$ cat config.mk
export PLATFORM = sky130hd
export DESIGN_NAME = crms_core_regs
export DESIGN_NICKNAME = d
export VERILOG_FILES = /design/src/crms_pkg.sv /design/src/crms_core_regs.sv /design/src/crms_gpr_mem.sv
export SDC_FILE = /design/constraint.sdc
export NUM_CORES = 1
export LEC_CHECK = 0
export ABC_AREA = 1
export BUFFER_PORTS_ARGS = -buffer_cell sky130_fd_sc_hd__buf_2
export CAP_MARGIN = 20
export CELL_PAD_IN_SITES_DETAIL_PLACEMENT = 1
export CELL_PAD_IN_SITES_GLOBAL_PLACEMENT = 1
export CORE_UTILIZATION = 48
export CTS_BUF_LIST = sky130_fd_sc_hd__clkbuf_8
export DETAILED_ROUTE_END_ITERATION = 12
export PLACE_DENSITY_LB_ADDON = 0.1
export SYNTH_ARGS = -nofsm -noshare
export SYNTH_HDL_FRONTEND = slang
export SYNTH_HIERARCHICAL = 1
export SYNTH_SLANG_ARGS = --single-unit
$ cat constraint.sdc
create_clock -name core_clk -period 4.5 [get_ports core_clk]
set_input_delay 0.9 -clock core_clk [delete_from_list [all_inputs] [get_ports core_clk]]
set_output_delay 0.9 -clock core_clk [all_outputs]
set_load 0.01 [all_outputs]
$ cat src/crms_pkg.sv
/*
  Package of the core register and mode/stack block: layouts, codes and reset values.
  Assumes it is compiled before the design modules that import it.
*/
`default_nettype none
package crms_pkg;
  localparam int unsigned XLEN = 32;
  localparam logic [XLEN-1:0] MAIN_SP_VECTOR_ADDR = 32'h0000_0000;
  localparam logic [XLEN-1:0] RESET_VECTOR_ADDR = 32'h0000_0004;
  localparam logic [XLEN-1:0] WORD_BYTES = 32'h0000_0004;
  localparam int unsigned FLAG_N_BIT = 31;
  localparam int unsigned FLAG_Z_BIT = 30;
  localparam int unsigned FLAG_C_BIT = 29;
  localparam int unsigned FLAG_V_BIT = 28;
  localparam int unsigned STATE_BIT = 24;
  localparam int unsigned EXC_MSB = 5;
  localparam int unsigned STACK_SEL_BIT = 1;
  localparam int unsigned PRIO_MASK_BIT = 0;
  localparam logic [5:0] EXC_NONE = 6'h00;
  localparam logic [5:0] EXC_NMI = 6'h02;
  localparam logic [5:0] EXC_HARD_FAULT = 6'h03;
  localparam logic [5:0] EXC_SVC = 6'h0b;
  localparam logic [5:0] EXC_PENDSERV = 6'h0e;
  localparam logic [5:0] EXC_TICK = 6'h0f;
  localparam logic [5:0] EXC_IRQ_FIRST = 6'h10;
  localparam logic [5:0] EXC_IRQ_LAST = 6'h2f;
  localparam logic [3:0] REG_SP = 4'hd;
  localparam logic [3:0] REG_LINK = 4'he;
  localparam logic [3:0] REG_PC = 4'hf;
  localparam logic [1:0] FLAGS_RESET = 2'h0;
  localparam logic PRIO_MASK_RESET = 1'b0;
  localparam logic STACK_SEL_RESET = 1'b0;

  // Special-register selector of the move instructions.
  typedef enum logic [2:0]
  {
    SR_FLAGS,
    SR_NUMBER,
    SR_STATE,
    SR_FLAGS_NUMBER,
    SR_FLAGS_STATE,
    SR_NUMBER_STATE,
    SR_ALL,
    SR_CONTROL
  } crms_sreg_t;

  typedef enum logic
  {
    MODE_THREAD,
    MODE_HANDLER
  } crms_mode_t;

  typedef enum logic [1:0]
  {
    BOOT_FETCH_SP,
    BOOT_FETCH_PC,
    BOOT_LOAD_PC,
    BOOT_RUN
  } crms_boot_t;
endpackage : crms_pkg
`default_nettype wire

$ cat src/crms_core_regs.sv
/*
  Core register set with mode and stack pointer selection.
  Assumes the execution and exception logic of the same core drives the requests below
  and returns vector fetch data in the cycle after each fetch request.
*/
`timescale 1ns/10ps
`default_nettype none
// How it works
// (RL1) Reset leaves the core in application (thread) mode.
// (RL2) Handler mode holds until exception logic reports all exceptions done.
// (RL3) Push decrements the active pointer first, then writes at the new address.
// (RL4) Two stack pointers; control bit 1 picks process pointer in thread mode.
// (RL5) Handler mode always uses the main stack pointer.
// (RL6) Reset fetches word at address 0 into the main stack pointer.
// (RL7) Reset loads program counter from the vector word at address 4.
// (RL8) State bit 24 loads from bit 0 of the reset vector.
// (RL9) Thirteen data registers, then stack pointer, link, program counter.
// (RL10) Link, data registers and process pointer are unknown after reset.
// (RL11) Flags N Z C V at bits 31 to 28; lower bits reserved.
// (RL12) Bits 5:0 carry the active exception number.
// (RL13) Exception number resets to zero; software writes never change it.
// (RL14) State field reads zero to software and ignores software writes.
// (RL15) Status fields reachable singly, in pairs or all three by selector.
// (RL16) State bit changes only by exchange branches, pop, return or vector; the code leaves it unchanged on pops and pc_we writes.
// (RL17) Executing with state bit zero raises a hard fault instead.
// (RL18) Interrupted load or store multiple restarts from its first transfer.
// (RL19) Priority mask bit 0 blocks configurable-priority exceptions when set.
// (RL20) Mask writable by move instructions and change-processor-state.
// (RL21) In handler mode the stack-select bit reads zero and ignores writes.
// (RL22) Reserved bits read as zero and ignore writes.
module crms_core_regs
  import crms_pkg::*;
(
  input wire logic core_clk,
  input wire logic rst_n,
  output logic boot_fetch_req,
  output logic [31:0] boot_fetch_addr,
  input wire logic [31:0] boot_fetch_data,
  input wire logic gpr_we,
  input wire logic [3:0] gpr_waddr,
  input wire logic [31:0] gpr_wdata,
  input wire logic [3:0] gpr_raddr,
  output logic [31:0] gpr_rdata,
  input wire logic flags_we,
  input wire logic [3:0] flags_in,
  input wire logic sreg_wr,
  input wire logic sreg_rd,
  input wire crms_pkg::crms_sreg_t sreg_sel,
  input wire logic [31:0] sreg_wdata,
  output logic [31:0] sreg_rdata,
  input wire logic cps_we,
  input wire logic cps_mask,
  input wire logic exc_entry,
  input wire logic [5:0] exc_number,
  input wire logic [31:0] exc_vector,
  input wire logic exc_return,
  input wire logic [31:0] exc_stacked_psw,
  input wire logic all_exc_done,
  input wire logic exchange_branch,
  input wire logic [31:0] exchange_target,
  input wire logic pc_we,
  input wire logic [31:0] pc_wdata,
  input wire logic sp_push,
  input wire logic sp_pop,
  input wire logic sp_we,
  input wire logic [31:0] sp_wdata,
  input wire logic exec_req,
  input wire logic multi_active,
  input wire logic [31:0] multi_start_pc,
  input wire logic irq_taken,
  output logic [31:0] program_counter,
  output logic [31:0] active_sp,
  output logic [31:0] push_addr,
  output logic push_strobe,
  output logic handler_mode,
  output logic priority_mask,
  output logic hard_fault_req,
  output logic multi_restart,
  output logic [31:0] program_status_word,
  output logic running
);
  crms_boot_t boot_q;
  crms_boot_t boot_d;
  crms_mode_t mode_q;
  logic [31:0] main_stack_pointer_q;
  logic [31:0] process_stack_pointer_q;
  logic [31:0] pc_q;
  logic [3:0] flags_q;
  logic [5:0] exc_q;
  logic state_q;
  logic mask_q;
  logic stack_sel_q;
  logic [31:0] push_addr_q;
  logic push_strobe_q;
  logic fault_q;
  logic restart_q;
  logic [31:0] sreg_rdata_q;

  // Decrement by one word, shared by the push path and its address output.
  function automatic logic [31:0] sp_dec(input logic [31:0] sp);
    sp_dec = sp - WORD_BYTES;
  endfunction : sp_dec

  function automatic logic [31:0] sp_inc(input logic [31:0] sp);
    sp_inc = sp + WORD_BYTES;
  endfunction : sp_inc

  wire in_handler = (mode_q == MODE_HANDLER);
  wire boot_done = (boot_q == BOOT_RUN);
  // (RL5) handler uses main
  wire use_process = stack_sel_q && !in_handler;
  wire [31:0] cur_sp = use_process ? process_stack_pointer_q : main_stack_pointer_q;
  wire [31:0] cur_sp_next = sp_push ? sp_dec(cur_sp) : sp_pop ? sp_inc(cur_sp) : sp_wdata;
  wire sp_change = boot_done && (sp_push || sp_pop || sp_we);
  // (RL15) field selection decode
  wire sel_flags = (sreg_sel == SR_FLAGS) || (sreg_sel == SR_FLAGS_NUMBER) ||
    (sreg_sel == SR_FLAGS_STATE) || (sreg_sel == SR_ALL);
  wire sel_number = (sreg_sel == SR_NUMBER) || (sreg_sel == SR_FLAGS_NUMBER) ||
    (sreg_sel == SR_NUMBER_STATE) || (sreg_sel == SR_ALL);
  wire sel_control = (sreg_sel == SR_CONTROL);
  wire sw_flag_wr = boot_done && sreg_wr && sel_flags;
  // (RL21) handler ignores stack-select writes
  wire sw_ctrl_wr = boot_done && sreg_wr && sel_control && !in_handler;
  wire [31:0] flags_word = {flags_q, 28'h000_0000};
  wire [31:0] number_word = {26'h000_0000, exc_q};
  // (RL14) state field reads zero
  wire [31:0] sreg_read_word =
    sel_control ? {30'h0000_0000, (stack_sel_q && !in_handler), mask_q} :
    ((sel_flags ? flags_word : 32'h0000_0000) | (sel_number ? number_word : 32'h0000_0000));
  wire [31:0] psw_word = {flags_q, 3'h0, state_q, 18'h0_0000, exc_q};
  // (RL17) execution with state zero faults
  wire fault_now = boot_done && exec_req && !state_q;
  // (RL18) abandoned multiple transfer
  wire restart_now = boot_done && irq_taken && multi_active;

  // (RL6) (RL7) boot fetch sequence
  // Each vector word arrives one cycle after its address, so the reset vector
  // needs a load cycle of its own after the stack word has been taken.
  always_comb
  begin
    boot_d = boot_q;
    unique case (boot_q)
      BOOT_FETCH_SP: boot_d = BOOT_FETCH_PC;
      BOOT_FETCH_PC: boot_d = BOOT_LOAD_PC;
      BOOT_LOAD_PC: boot_d = BOOT_RUN;
      BOOT_RUN: boot_d = BOOT_RUN;
    endcase
  end

  always_ff @(posedge core_clk or negedge rst_n)
  begin
    if (!rst_n)
    begin
      boot_q <= BOOT_FETCH_SP;
    end
    else
    begin
      boot_q <= boot_d;
    end
  end

  always_ff @(posedge core_clk or negedge rst_n)
  begin
    if (!rst_n)
    begin
      boot_fetch_req <= 1'b1;
      boot_fetch_addr <= MAIN_SP_VECTOR_ADDR;
    end
    else
    begin
      boot_fetch_req <= (boot_d == BOOT_FETCH_PC);
      boot_fetch_addr <= RESET_VECTOR_ADDR;
    end
  end

  // (RL1) (RL2) mode control
  always_ff @(posedge core_clk or negedge rst_n)
  begin
    if (!rst_n)
    begin
      mode_q <= MODE_THREAD;
    end
    else if (boot_done && exc_entry)
    begin
      mode_q <= MODE_HANDLER;
    end
    else if (boot_done && exc_return && all_exc_done)
    begin
      mode_q <= MODE_THREAD;
    end
  end

  // (RL12) (RL13) exception number from hardware only
  always_ff @(posedge core_clk or negedge rst_n)
  begin
    if (!rst_n)
    begin
      exc_q <= EXC_NONE;
    end
    else if (boot_done && exc_entry)
    begin
      exc_q <= exc_number;
    end
    else if (boot_done && exc_return)
    begin
      exc_q <= all_exc_done ? EXC_NONE : exc_stacked_psw[EXC_MSB:0];
    end
  end

  // (RL6) main pointer from word 0, (RL3) full-descending updates
  always_ff @(posedge core_clk or negedge rst_n)
  begin
    if (!rst_n)
    begin
      main_stack_pointer_q <= MAIN_SP_VECTOR_ADDR;
    end
    else if (boot_q == BOOT_FETCH_PC)
    begin
      main_stack_pointer_q <= boot_fetch_data;
    end
    else if (sp_change && !use_process)
    begin
      main_stack_pointer_q <= cur_sp_next;
    end
  end

  // (RL10) process pointer has no reset value
  always_ff @(posedge core_clk)
  begin
    if (sp_change && use_process)
    begin
      process_stack_pointer_q <= cur_sp_next;
    end
  end

  // (RL3) push strobe with pre-decremented address
  always_ff @(posedge core_clk or negedge rst_n)
  begin
    if (!rst_n)
    begin
      push_addr_q <= 32'h0000_0000;
      push_strobe_q <= 1'b0;
    end
    else
    begin
      push_addr_q <= sp_dec(cur_sp);
      push_strobe_q <= boot_done && sp_push;
    end
  end

  // (RL7) program counter from reset vector, (RL18) restart point
  always_ff @(posedge core_clk or negedge rst_n)
  begin
    if (!rst_n)
    begin
      pc_q <= 32'h0000_0000;
    end
    else if (boot_q == BOOT_RUN && restart_now)
    begin
      pc_q <= multi_start_pc;
    end
    else if (boot_q == BOOT_RUN && exc_entry)
    begin
      pc_q <= exc_vector;
    end
    else if (boot_q == BOOT_RUN && exchange_branch)
    begin
      pc_q <= exchange_target;
    end
    else if (boot_q == BOOT_RUN && pc_we)
    begin
      pc_q <= pc_wdata;
    end
    else if (boot_q == BOOT_LOAD_PC)
    begin
      pc_q <= boot_fetch_data;
    end
  end

  // (RL8) (RL16) state bit sources
  always_ff @(posedge core_clk or negedge rst_n)
  begin
    if (!rst_n)
    begin
      state_q <= 1'b0;
    end
    else if (boot_q == BOOT_LOAD_PC)
    begin
      state_q <= boot_fetch_data[0];
    end
    else if (boot_done && exc_entry)
    begin
      state_q <= exc_vector[0];
    end
    else if (boot_done && exc_return)
    begin
      state_q <= exc_stacked_psw[STATE_BIT];
    end
    else if (boot_done && exchange_branch)
    begin
      state_q <= exchange_target[0];
    end
  end

  // (RL11) flags from results or software
  always_ff @(posedge core_clk or negedge rst_n)
  begin
    if (!rst_n)
    begin
      flags_q <= {FLAGS_RESET, FLAGS_RESET};
    end
    else if (boot_done && exc_return)
    begin
      flags_q <= exc_stacked_psw[FLAG_N_BIT:FLAG_V_BIT];
    end
    else if (boot_done && flags_we)
    begin
      flags_q <= flags_in;
    end
    else if (sw_flag_wr)
    begin
      flags_q <= sreg_wdata[FLAG_N_BIT:FLAG_V_BIT];
    end
  end

  // (RL19) (RL20) priority mask writes
  always_ff @(posedge core_clk or negedge rst_n)
  begin
    if (!rst_n)
    begin
      mask_q <= PRIO_MASK_RESET;
    end
    else if (boot_done && cps_we)
    begin
      mask_q <= cps_mask;
    end
    else if (boot_done && sreg_wr && sel_control)
    begin
      mask_q <= sreg_wdata[PRIO_MASK_BIT];
    end
  end

  // (RL4) stack select bit
  always_ff @(posedge core_clk or negedge rst_n)
  begin
    if (!rst_n)
    begin
      stack_sel_q <= STACK_SEL_RESET;
    end
    else if (sw_ctrl_wr)
    begin
      stack_sel_q <= sreg_wdata[STACK_SEL_BIT];
    end
  end

  // (RL22) read data with reserved bits zero
  always_ff @(posedge core_clk or negedge rst_n)
  begin
    if (!rst_n)
    begin
      sreg_rdata_q <= 32'h0000_0000;
      fault_q <= 1'b0;
      restart_q <= 1'b0;
    end
    else
    begin
      sreg_rdata_q <= sreg_rd ? sreg_read_word : 32'h0000_0000;
      fault_q <= fault_now;
      restart_q <= restart_now;
    end
  end

  // (RL9) (RL10) data registers and link register
  crms_gpr_mem u_gpr
  (
    .core_clk(core_clk),
    .we(gpr_we && boot_done && gpr_waddr != REG_SP && gpr_waddr != REG_PC),
    .waddr(gpr_waddr),
    .wdata(gpr_wdata),
    .raddr(gpr_raddr),
    .rdata(gpr_rdata)
  );

  assign program_counter = pc_q;
  assign active_sp = cur_sp;
  assign push_addr = push_addr_q;
  assign push_strobe = push_strobe_q;
  assign handler_mode = in_handler;
  assign priority_mask = mask_q;
  assign hard_fault_req = fault_q;
  assign multi_restart = restart_q;
  assign program_status_word = psw_word;
  assign running = boot_done;
  assign sreg_rdata = sreg_rdata_q;

  // Checks.
  a_reset_thread: assert property (@(posedge core_clk) disable iff (!rst_n) // (RL1)
    $rose(running) |-> !handler_mode)
    else $error("not thread mode after boot");
  a_handler_hold: assert property (@(posedge core_clk) disable iff (!rst_n) // (RL2)
    (handler_mode && !(exc_return && all_exc_done)) |=> handler_mode)
    else $error("left handler mode early");
  a_push_descend: assert property (@(posedge core_clk) disable iff (!rst_n) // (RL3)
    (running && sp_push) |=> active_sp == push_addr)
    else $error("push not predecrement");
  a_handler_main: assert property (@(posedge core_clk) disable iff (!rst_n) // (RL5)
    handler_mode |-> active_sp == main_stack_pointer_q)
    else $error("handler not on main");
  a_number_fixed: assert property (@(posedge core_clk) disable iff (!rst_n) // (RL13)
    (!exc_entry && !exc_return) |=> $stable(exc_q))
    else $error("number changed");
  a_state_zero: assert property (@(posedge core_clk) disable iff (!rst_n) // (RL14)
    (sreg_rd && sel_flags) |=> sreg_rdata[STATE_BIT] == 1'b0)
    else $error("state visible");
  a_fault_state: assert property (@(posedge core_clk) disable iff (!rst_n) // (RL17)
    (running && exec_req && !program_status_word[STATE_BIT]) |=> hard_fault_req)
    else $error("no fault on state zero");
  a_ctrl_handler: assert property (@(posedge core_clk) disable iff (!rst_n) // (RL21)
    (handler_mode && sreg_rd && sel_control) |=> sreg_rdata[STACK_SEL_BIT] == 1'b0)
    else $error("select visible in handler");
  a_restart_pc: assert property (@(posedge core_clk) disable iff (!rst_n) // (RL18)
    restart_now |=> program_counter == $past(multi_start_pc))
    else $error("no restart");
endmodule : crms_core_regs
`default_nettype wire

$ cat src/crms_gpr_mem.sv
/*
  Register bank of fifteen words: thirteen general-purpose words, the stack pointer slot (13) and link register.
  Assumes one write and one read per cycle on core_clk; read data registered.
*/
`timescale 1ns/10ps
`default_nettype none
module crms_gpr_mem
(
  core_clk,
  we,
  waddr,
  wdata,
  raddr,
  rdata
);
  input wire logic core_clk;
  input wire logic we;
  input wire logic [3:0] waddr;
  input wire logic [31:0] wdata;
  input wire logic [3:0] raddr;
  output var logic [31:0] rdata;

  logic [31:0] mem_q [0:14];

  // Contents are unknown after reset, so the array has no reset.
  always_ff @(posedge core_clk)
  begin
    if (we && waddr <= 4'he)
    begin
      mem_q[waddr] <= wdata;
    end
    rdata <= (raddr <= 4'he) ? mem_q[raddr] : 32'h0000_0000;
  end
endmodule : crms_gpr_mem
`default_nettype wire

# Yosys cells after proc, flatten, opt, wreduce, memory -nomap -nowiden
# Memories as Yosys holds them, arrays and structs flattened. A register that Yosys moved wholly into a read port is not among the register bits.
# Cells that the tools add are included.
[word_totals]
ff_bits = 181
latchBits = 0
ramBits = 480
mem_bits_ro = 0
input_bits = 328
out_inout_bits = 231
word_cells = 113
memories = 1
[classes]
addsub = 2
n_mul = 0
div_mod_pow = 0
n_lt_le_gt_ge = 2
eq_ne = 12
shifts = 0
muxes = 31
n_bitwise = 1
reduce_logical = 47
[mem_list]
columns = ["memory", "depth", "width", "read_ports", "rd_clocked_by_memory_dff", "wr", "line", "source"]
rows = [
  ["u_gpr.mem_q", 15, 32, 1, 1, 1, "crms_gpr_mem.sv:23", "logic [31:0] mem_q [0:14];"],
]
[ops]
columns = ["operator", "n"]
rows = [
  ["$mux W32", 13],
  ["$add A32 B3 Y32 const B", 1],
  ["$or A32 B6 Y32", 1],
  ["$sub A32 B3 Y32 const B", 1],
  ["$logic_and A1 B1 Y1", 25],
  ["$mux W6", 4],
  ["$eq A3 B3 Y1 const B", 4],
  ["$mux W4", 3],
  ["$mux W1", 10],
  ["$le A4 B4 Y1 const B", 2],
  ["$logic_or A1 B1 Y1", 8],
  ["$ne A4 B4 Y1 const B", 2],
  ["$reduce_bool A2 Y1", 4],
  ["$pmux W2 S3", 1],
  ["$reduce_bool A5 Y1", 1],
  ["$eq A2 B1 Y1 const B", 2],
  ["$eq A2 B2 Y1 const B", 2],
  ["$logic_not A1 Y1", 4],
  ["$reduce_bool A4 Y1", 1],
  ["$eq A3 B1 Y1 const B", 1],
  ["$eq A3 B2 Y1 const B", 1],
  ["$logic_not A3 Y1", 1],
  ["$reduce_bool A3 Y1", 1],
  ["$logic_not A2 Y1", 1],
  ["$reduce_or A2 Y1", 1],
]

# Longest topological paths before layout
[logic_depth]
word_depth = 8
ltp_mapped = 18
mapped_depth_nobuf = 16

# Modules after synthesis
# Netlist, hierarchy kept.
[modules_own_cells]
columns = ["module", "instances", "cells_per_inst", "area_each_um2", "seq_area_each_um2"]
rows = [
  ["crms_gpr_mem", 1, 1860, 20691.1, 15054.4],
  ["crms_core_regs", 1, 1537, 10810.4, 4140.2],
]

# Least setup slack after synthesis
# Ideal clock, no wire load.
[synth_path]
kind = "input to register"
from = "in gpr_we"
to = "mem u_gpr.mem_q[10][0], enable pin"
setup_time_ps = 421
t_arrival_ps = 2736
required_ps = 4079
path_slack_ps = 1343
path_stages = 4
path_buffers = 0
path_cell_list = "nand2_1 > a31oi_1 > nand3_1 > nor2_1"
[synth_between]
elab_chain_cells = 6
[synth_lines]
columns = ["element", "line", "source"]
rows = [
  ["start: declaration", "crms_core_regs.sv:39", "input wire logic gpr_we,"],
  ["$logic_and A1 B1 Y1 (3 in a row)", "crms_core_regs.sv:377", ".we(gpr_we && boot_done && gpr_waddr != REG_SP && gpr_waddr != REG_PC),"],
  ["$logic_and A1 B1 Y1", "crms_gpr_mem.sv:28", "if (we && waddr <= 4'he)"],
  ["$mux W1", "crms_gpr_mem.sv:28", ""],
  ["$mux W1 (implied by the code)", "crms_gpr_mem.sv:30", "mem_q[waddr] <= wdata;"],
  ["end: declaration", "crms_gpr_mem.sv:23", ""],
]
# No other way between the ends.

# Worst setup path after layout
[layout_path]
from = "reg mode_q (netlist: handler_mode)"
to = "out active_sp[22]"
[layout_between]
elab_chain_cells = 3
[layout_lines]
columns = ["element", "line", "source"]
rows = [
  ["start: declaration", "crms_core_regs.sv:84", "crms_mode_t mode_q;"],
  ["start signal: assignment", "crms_core_regs.sv:181", "mode_q <= MODE_THREAD;"],
  ["start signal: assignment", "crms_core_regs.sv:185", "mode_q <= MODE_HANDLER;"],
  ["start signal: assignment", "crms_core_regs.sv:189", "mode_q <= MODE_THREAD;"],
  ["$logic_not A1 Y1", "crms_core_regs.sv:111", "wire use_process = stack_sel_q && !in_handler;"],
  ["$logic_and A1 B1 Y1", "crms_core_regs.sv:111", ""],
  ["$mux W32", "crms_core_regs.sv:112", "wire [31:0] cur_sp = use_process ? process_stack_pointer_q : main_stack_pointer_q;"],
  ["end: declaration", "crms_core_regs.sv:72", "output logic [31:0] active_sp,"],
]
# No other way between the ends.

==> results.yml <==
cts:
  h-tree-depth: 3
  cts-hold-fix-buffers: 0
  clkLatencyLatePin_ns: 0.73
  cts_buffers: 109
  clock_sinks: 671
  clockBufferDepth: 3
  cts.clk_slew.worst_paths_ns: 0.07
  post_cts_buffers: 0
  cts-resized-gates: 0
  clockRootBuffer: "clkbuf_8"
  tritoncts: "yes"
route:
  post_drt_wl_per_cell_um: 24.7
  wirelength_um: 119000
  vias: 26700
  ant_nets: 0
  viasPerCell: 5.53
  first_pass_iters: 7
  drtIter0Drc: 1957
  drc: 0
global_route:
  antenna_found_initial: 25
  grt_overflow: 0
  grt_max_degree: 91
  grt_pass1_wl_um: 173000
  grt_use_total_pct: 35.0
  grt_pass1_vias: 27900
synthesis:
  synth-edff-count: 512
  synth_ff_type: "edfxtp_1"
  yosysWarnings: 6
  ys_ff_latch: 671
  synth_area_mm2: 0.0315
  synth.yosys.seq_area_share_pct: 60.9
  synth.avg_cell_area_um2: 9.27
  yosysUniqueCellTypes: 49
  synth_cells: 3397
  ys_async_sr_fraction_pct: 18.9
worst_setup_path:
  crit_required_ns: 3.60
  rr_worst_depth: 12
  critPathMaxStageDelay_ns: 0.45
  rrSetupSlack_ns: 0.89
  reg2reg_to: "process_stack_pointer_q[18]"
  path_class: "reg -> out"
  path_cells: "inv_2 > nand2_2 > buf_12 > buf_4 > nand2_1 > nand2_1 > buf_2"
  worstSetupEndpoint: "active_sp[22]"
  crit_fanout: 37
  r2r_start: "handler_mode"
  crit_start: "handler_mode"
  crit_top_cell: "nand2_1"
  endpoint_kind: "primary output"
  slowest_stage: "dfrtp_1"
  critPathArrivalTime_ns: 2.98
  worst_setup_path_start_kind: "flop"
floorplan:
  die_h_um: 258
  coreArea_mm2: 0.0647
  pin_count: 559
  chipWidth_um: 258
  fp.dieArea_mm2: 0.0667
  start_util_pct: 48.7
  rows: 93
power_and_ir_drop:
  p_clk_share_pct: 34.6
  leakagePower_nw: 16.3
  p_sw_share_pct: 30.3
  seqPwrFrac_pct: 47.9
  p_comb_share_pct: 17.6
  power.internal_w: 0.0104
  p_sw_w: 0.00452
  max-vdd-ir-drop_mv: 0.279
  power_density_mw_per_mm2: 407
timing:
  grt_setup_unrepaired: "false"
  min_period_ns: 3.88
  hold_ws_ns: 0.229
  finalCritPeriodShare_pct: 86.3
  setup_viol: 0
  timing.fmax_ghz: 0.257
  hold_violations: 0
  fin_tns_setup_ns: 0
  max_slew_margin_pct: 29.9
  finalMaxSlewViolations: 0
  worstMarginPinSlew_ns: 1.05
  skew_ns: 0.0408
finish:
  finalNetCount: 4176
  fillers: 7540
  layout_common_cells: "1119 x nand2_1, 512 x edfxtp_1, 434 x buf_2, 366 x inv_1, 339 x nand3_1"
  mostFrequentLayoutCell: "nand2_1"
  area_growth_pct: 16.2
  drive_gt1_share_pct: 18.8
place:
  routabilityCongestion: 1.03
  hpwl_um: 82700
  portBuffers: 437
flow_run:
  drv_cap: 0
status:
  outcome: "completed"
min_path:
  hold_path.class: "in -> async"
cells by family after synthesis:
| logic type | share of synthesized area (%) |
|---|---|
| other | 0.0238 |
| adders and majority gates | 0.0794 |
| xor gates and xnor gates | 0.385 |
| and+or+nand+nor | 24.2 |
| AOI/OAI and AO/OA | 6.10 |
| buffers and inverters | 8.30 |
| DFF | 60.9 |
cell type report:
type / instances / area, um^2 / share of cell area [%]
clock buffer: 127 / 1750 / 4.77
sequential: 671 / 19200 / 52.4
multi-input combinational: 2242 / 10100 / 27.6
antenna: 19 / 47.5 / 0.130
tap: 855 / 1070 / 2.92
clock inverter: 80 / 389 / 1.06
inverter: 320 / 1210 / 3.32
timing repair buffer: 502 / 2850 / 7.79
power groups by stage:
stage,logic (W),clock network [W],registers [W]
after floorplan,0.00133,0,0.00731
after global placement,0.00249,0,0.00723
after detailed placement,0.00257,0,0.00725
after CTS,0.00258,0.00523,0.00713
after global routing,0.00279,0.00546,0.00715
final,0.00261,0.00514,0.00713
worst max-delay path: cells and delay by family (launching register included):
family | cells | cell delay (ns)
buf+inv | 4 | 1.13
simple gates | 3 | 0.63
flops | 1 | 0.45
per-stage QoR:
step | utilization, % | worst slack [ns] | power [W] | area (um^2) | std cells
after global placement | 53.2 | 1.04 | 0.00972 | 34400 | 4590
after floorplan | - | 1.34 | 0.00864 | 31800 | 3470
after detailed placement | 53.2 | 0.968 | 0.00982 | 34400 | 4590
after global routing | 56.6 | 0.571 | 0.0154 | 36600 | 4813
after CTS | 56.5 | 0.601 | 0.0149 | 36600 | 4797
final | 56.6 | 0.616 | 0.0149 | 36600 | 4816
synth_stat cells (all sizes together) (3+ instances only):
cell type  number  area, um^2
a21oi         134         671
a22oi           4        30.0
a31oi          36         225
and2            8        50.1
and3            9        56.3
buf           185        1220
clkbuf         52         195
dfrtp         126        3150
dfxtp          32         641
edfxtp        512       15400
inv           318        1200
nand2        1136        4310
nand3         342        1730
nand3b          6        45.0
nand4          17         106
nor2          266        1060
nor3           11        60.1
o211ai         50         375
o21ai          52         290
o221ai          3        26.3
o22ai          42         263
or2            29         181
xor2           13         121
worst min path at each step:
stage / start / end / slack, ns / cells after the start
finish: rst_n / push_addr[22] / 0.23 / 1
global placement: boot_q[0] / boot_fetch_req / 0.41 / 1
floorplan: boot_q[0] / boot_fetch_req / 0.40 / 1
global route: rst_n / push_addr[22] / 0.28 / 1
CTS: rst_n / push_addr[22] / 0.25 / 1
detailed placement: boot_q[0] / boot_fetch_req / 0.42 / 1
metal layers:
layer / GRT usage (%) / wire length (um)
met1: 41.4 / 44800
met5: 0 / 32
met3: 6.15 / 7890
met4: 20.4 / 6430
met2: 60.0 / 59600
registers in the layout, summed over array words and instances, names as in the netlist, 2 cells and up:
register                 cells
process_stack_pointer_q     32
flags_q                      4
sreg_rdata                  10
push_addr                   32
main_stack_pointer_q        32
boot_q                       2
u_gpr/rdata                 32
u_gpr/mem_q                480
program_counter             32
exc_q                        6
Power figures use the tool's default switching activity.
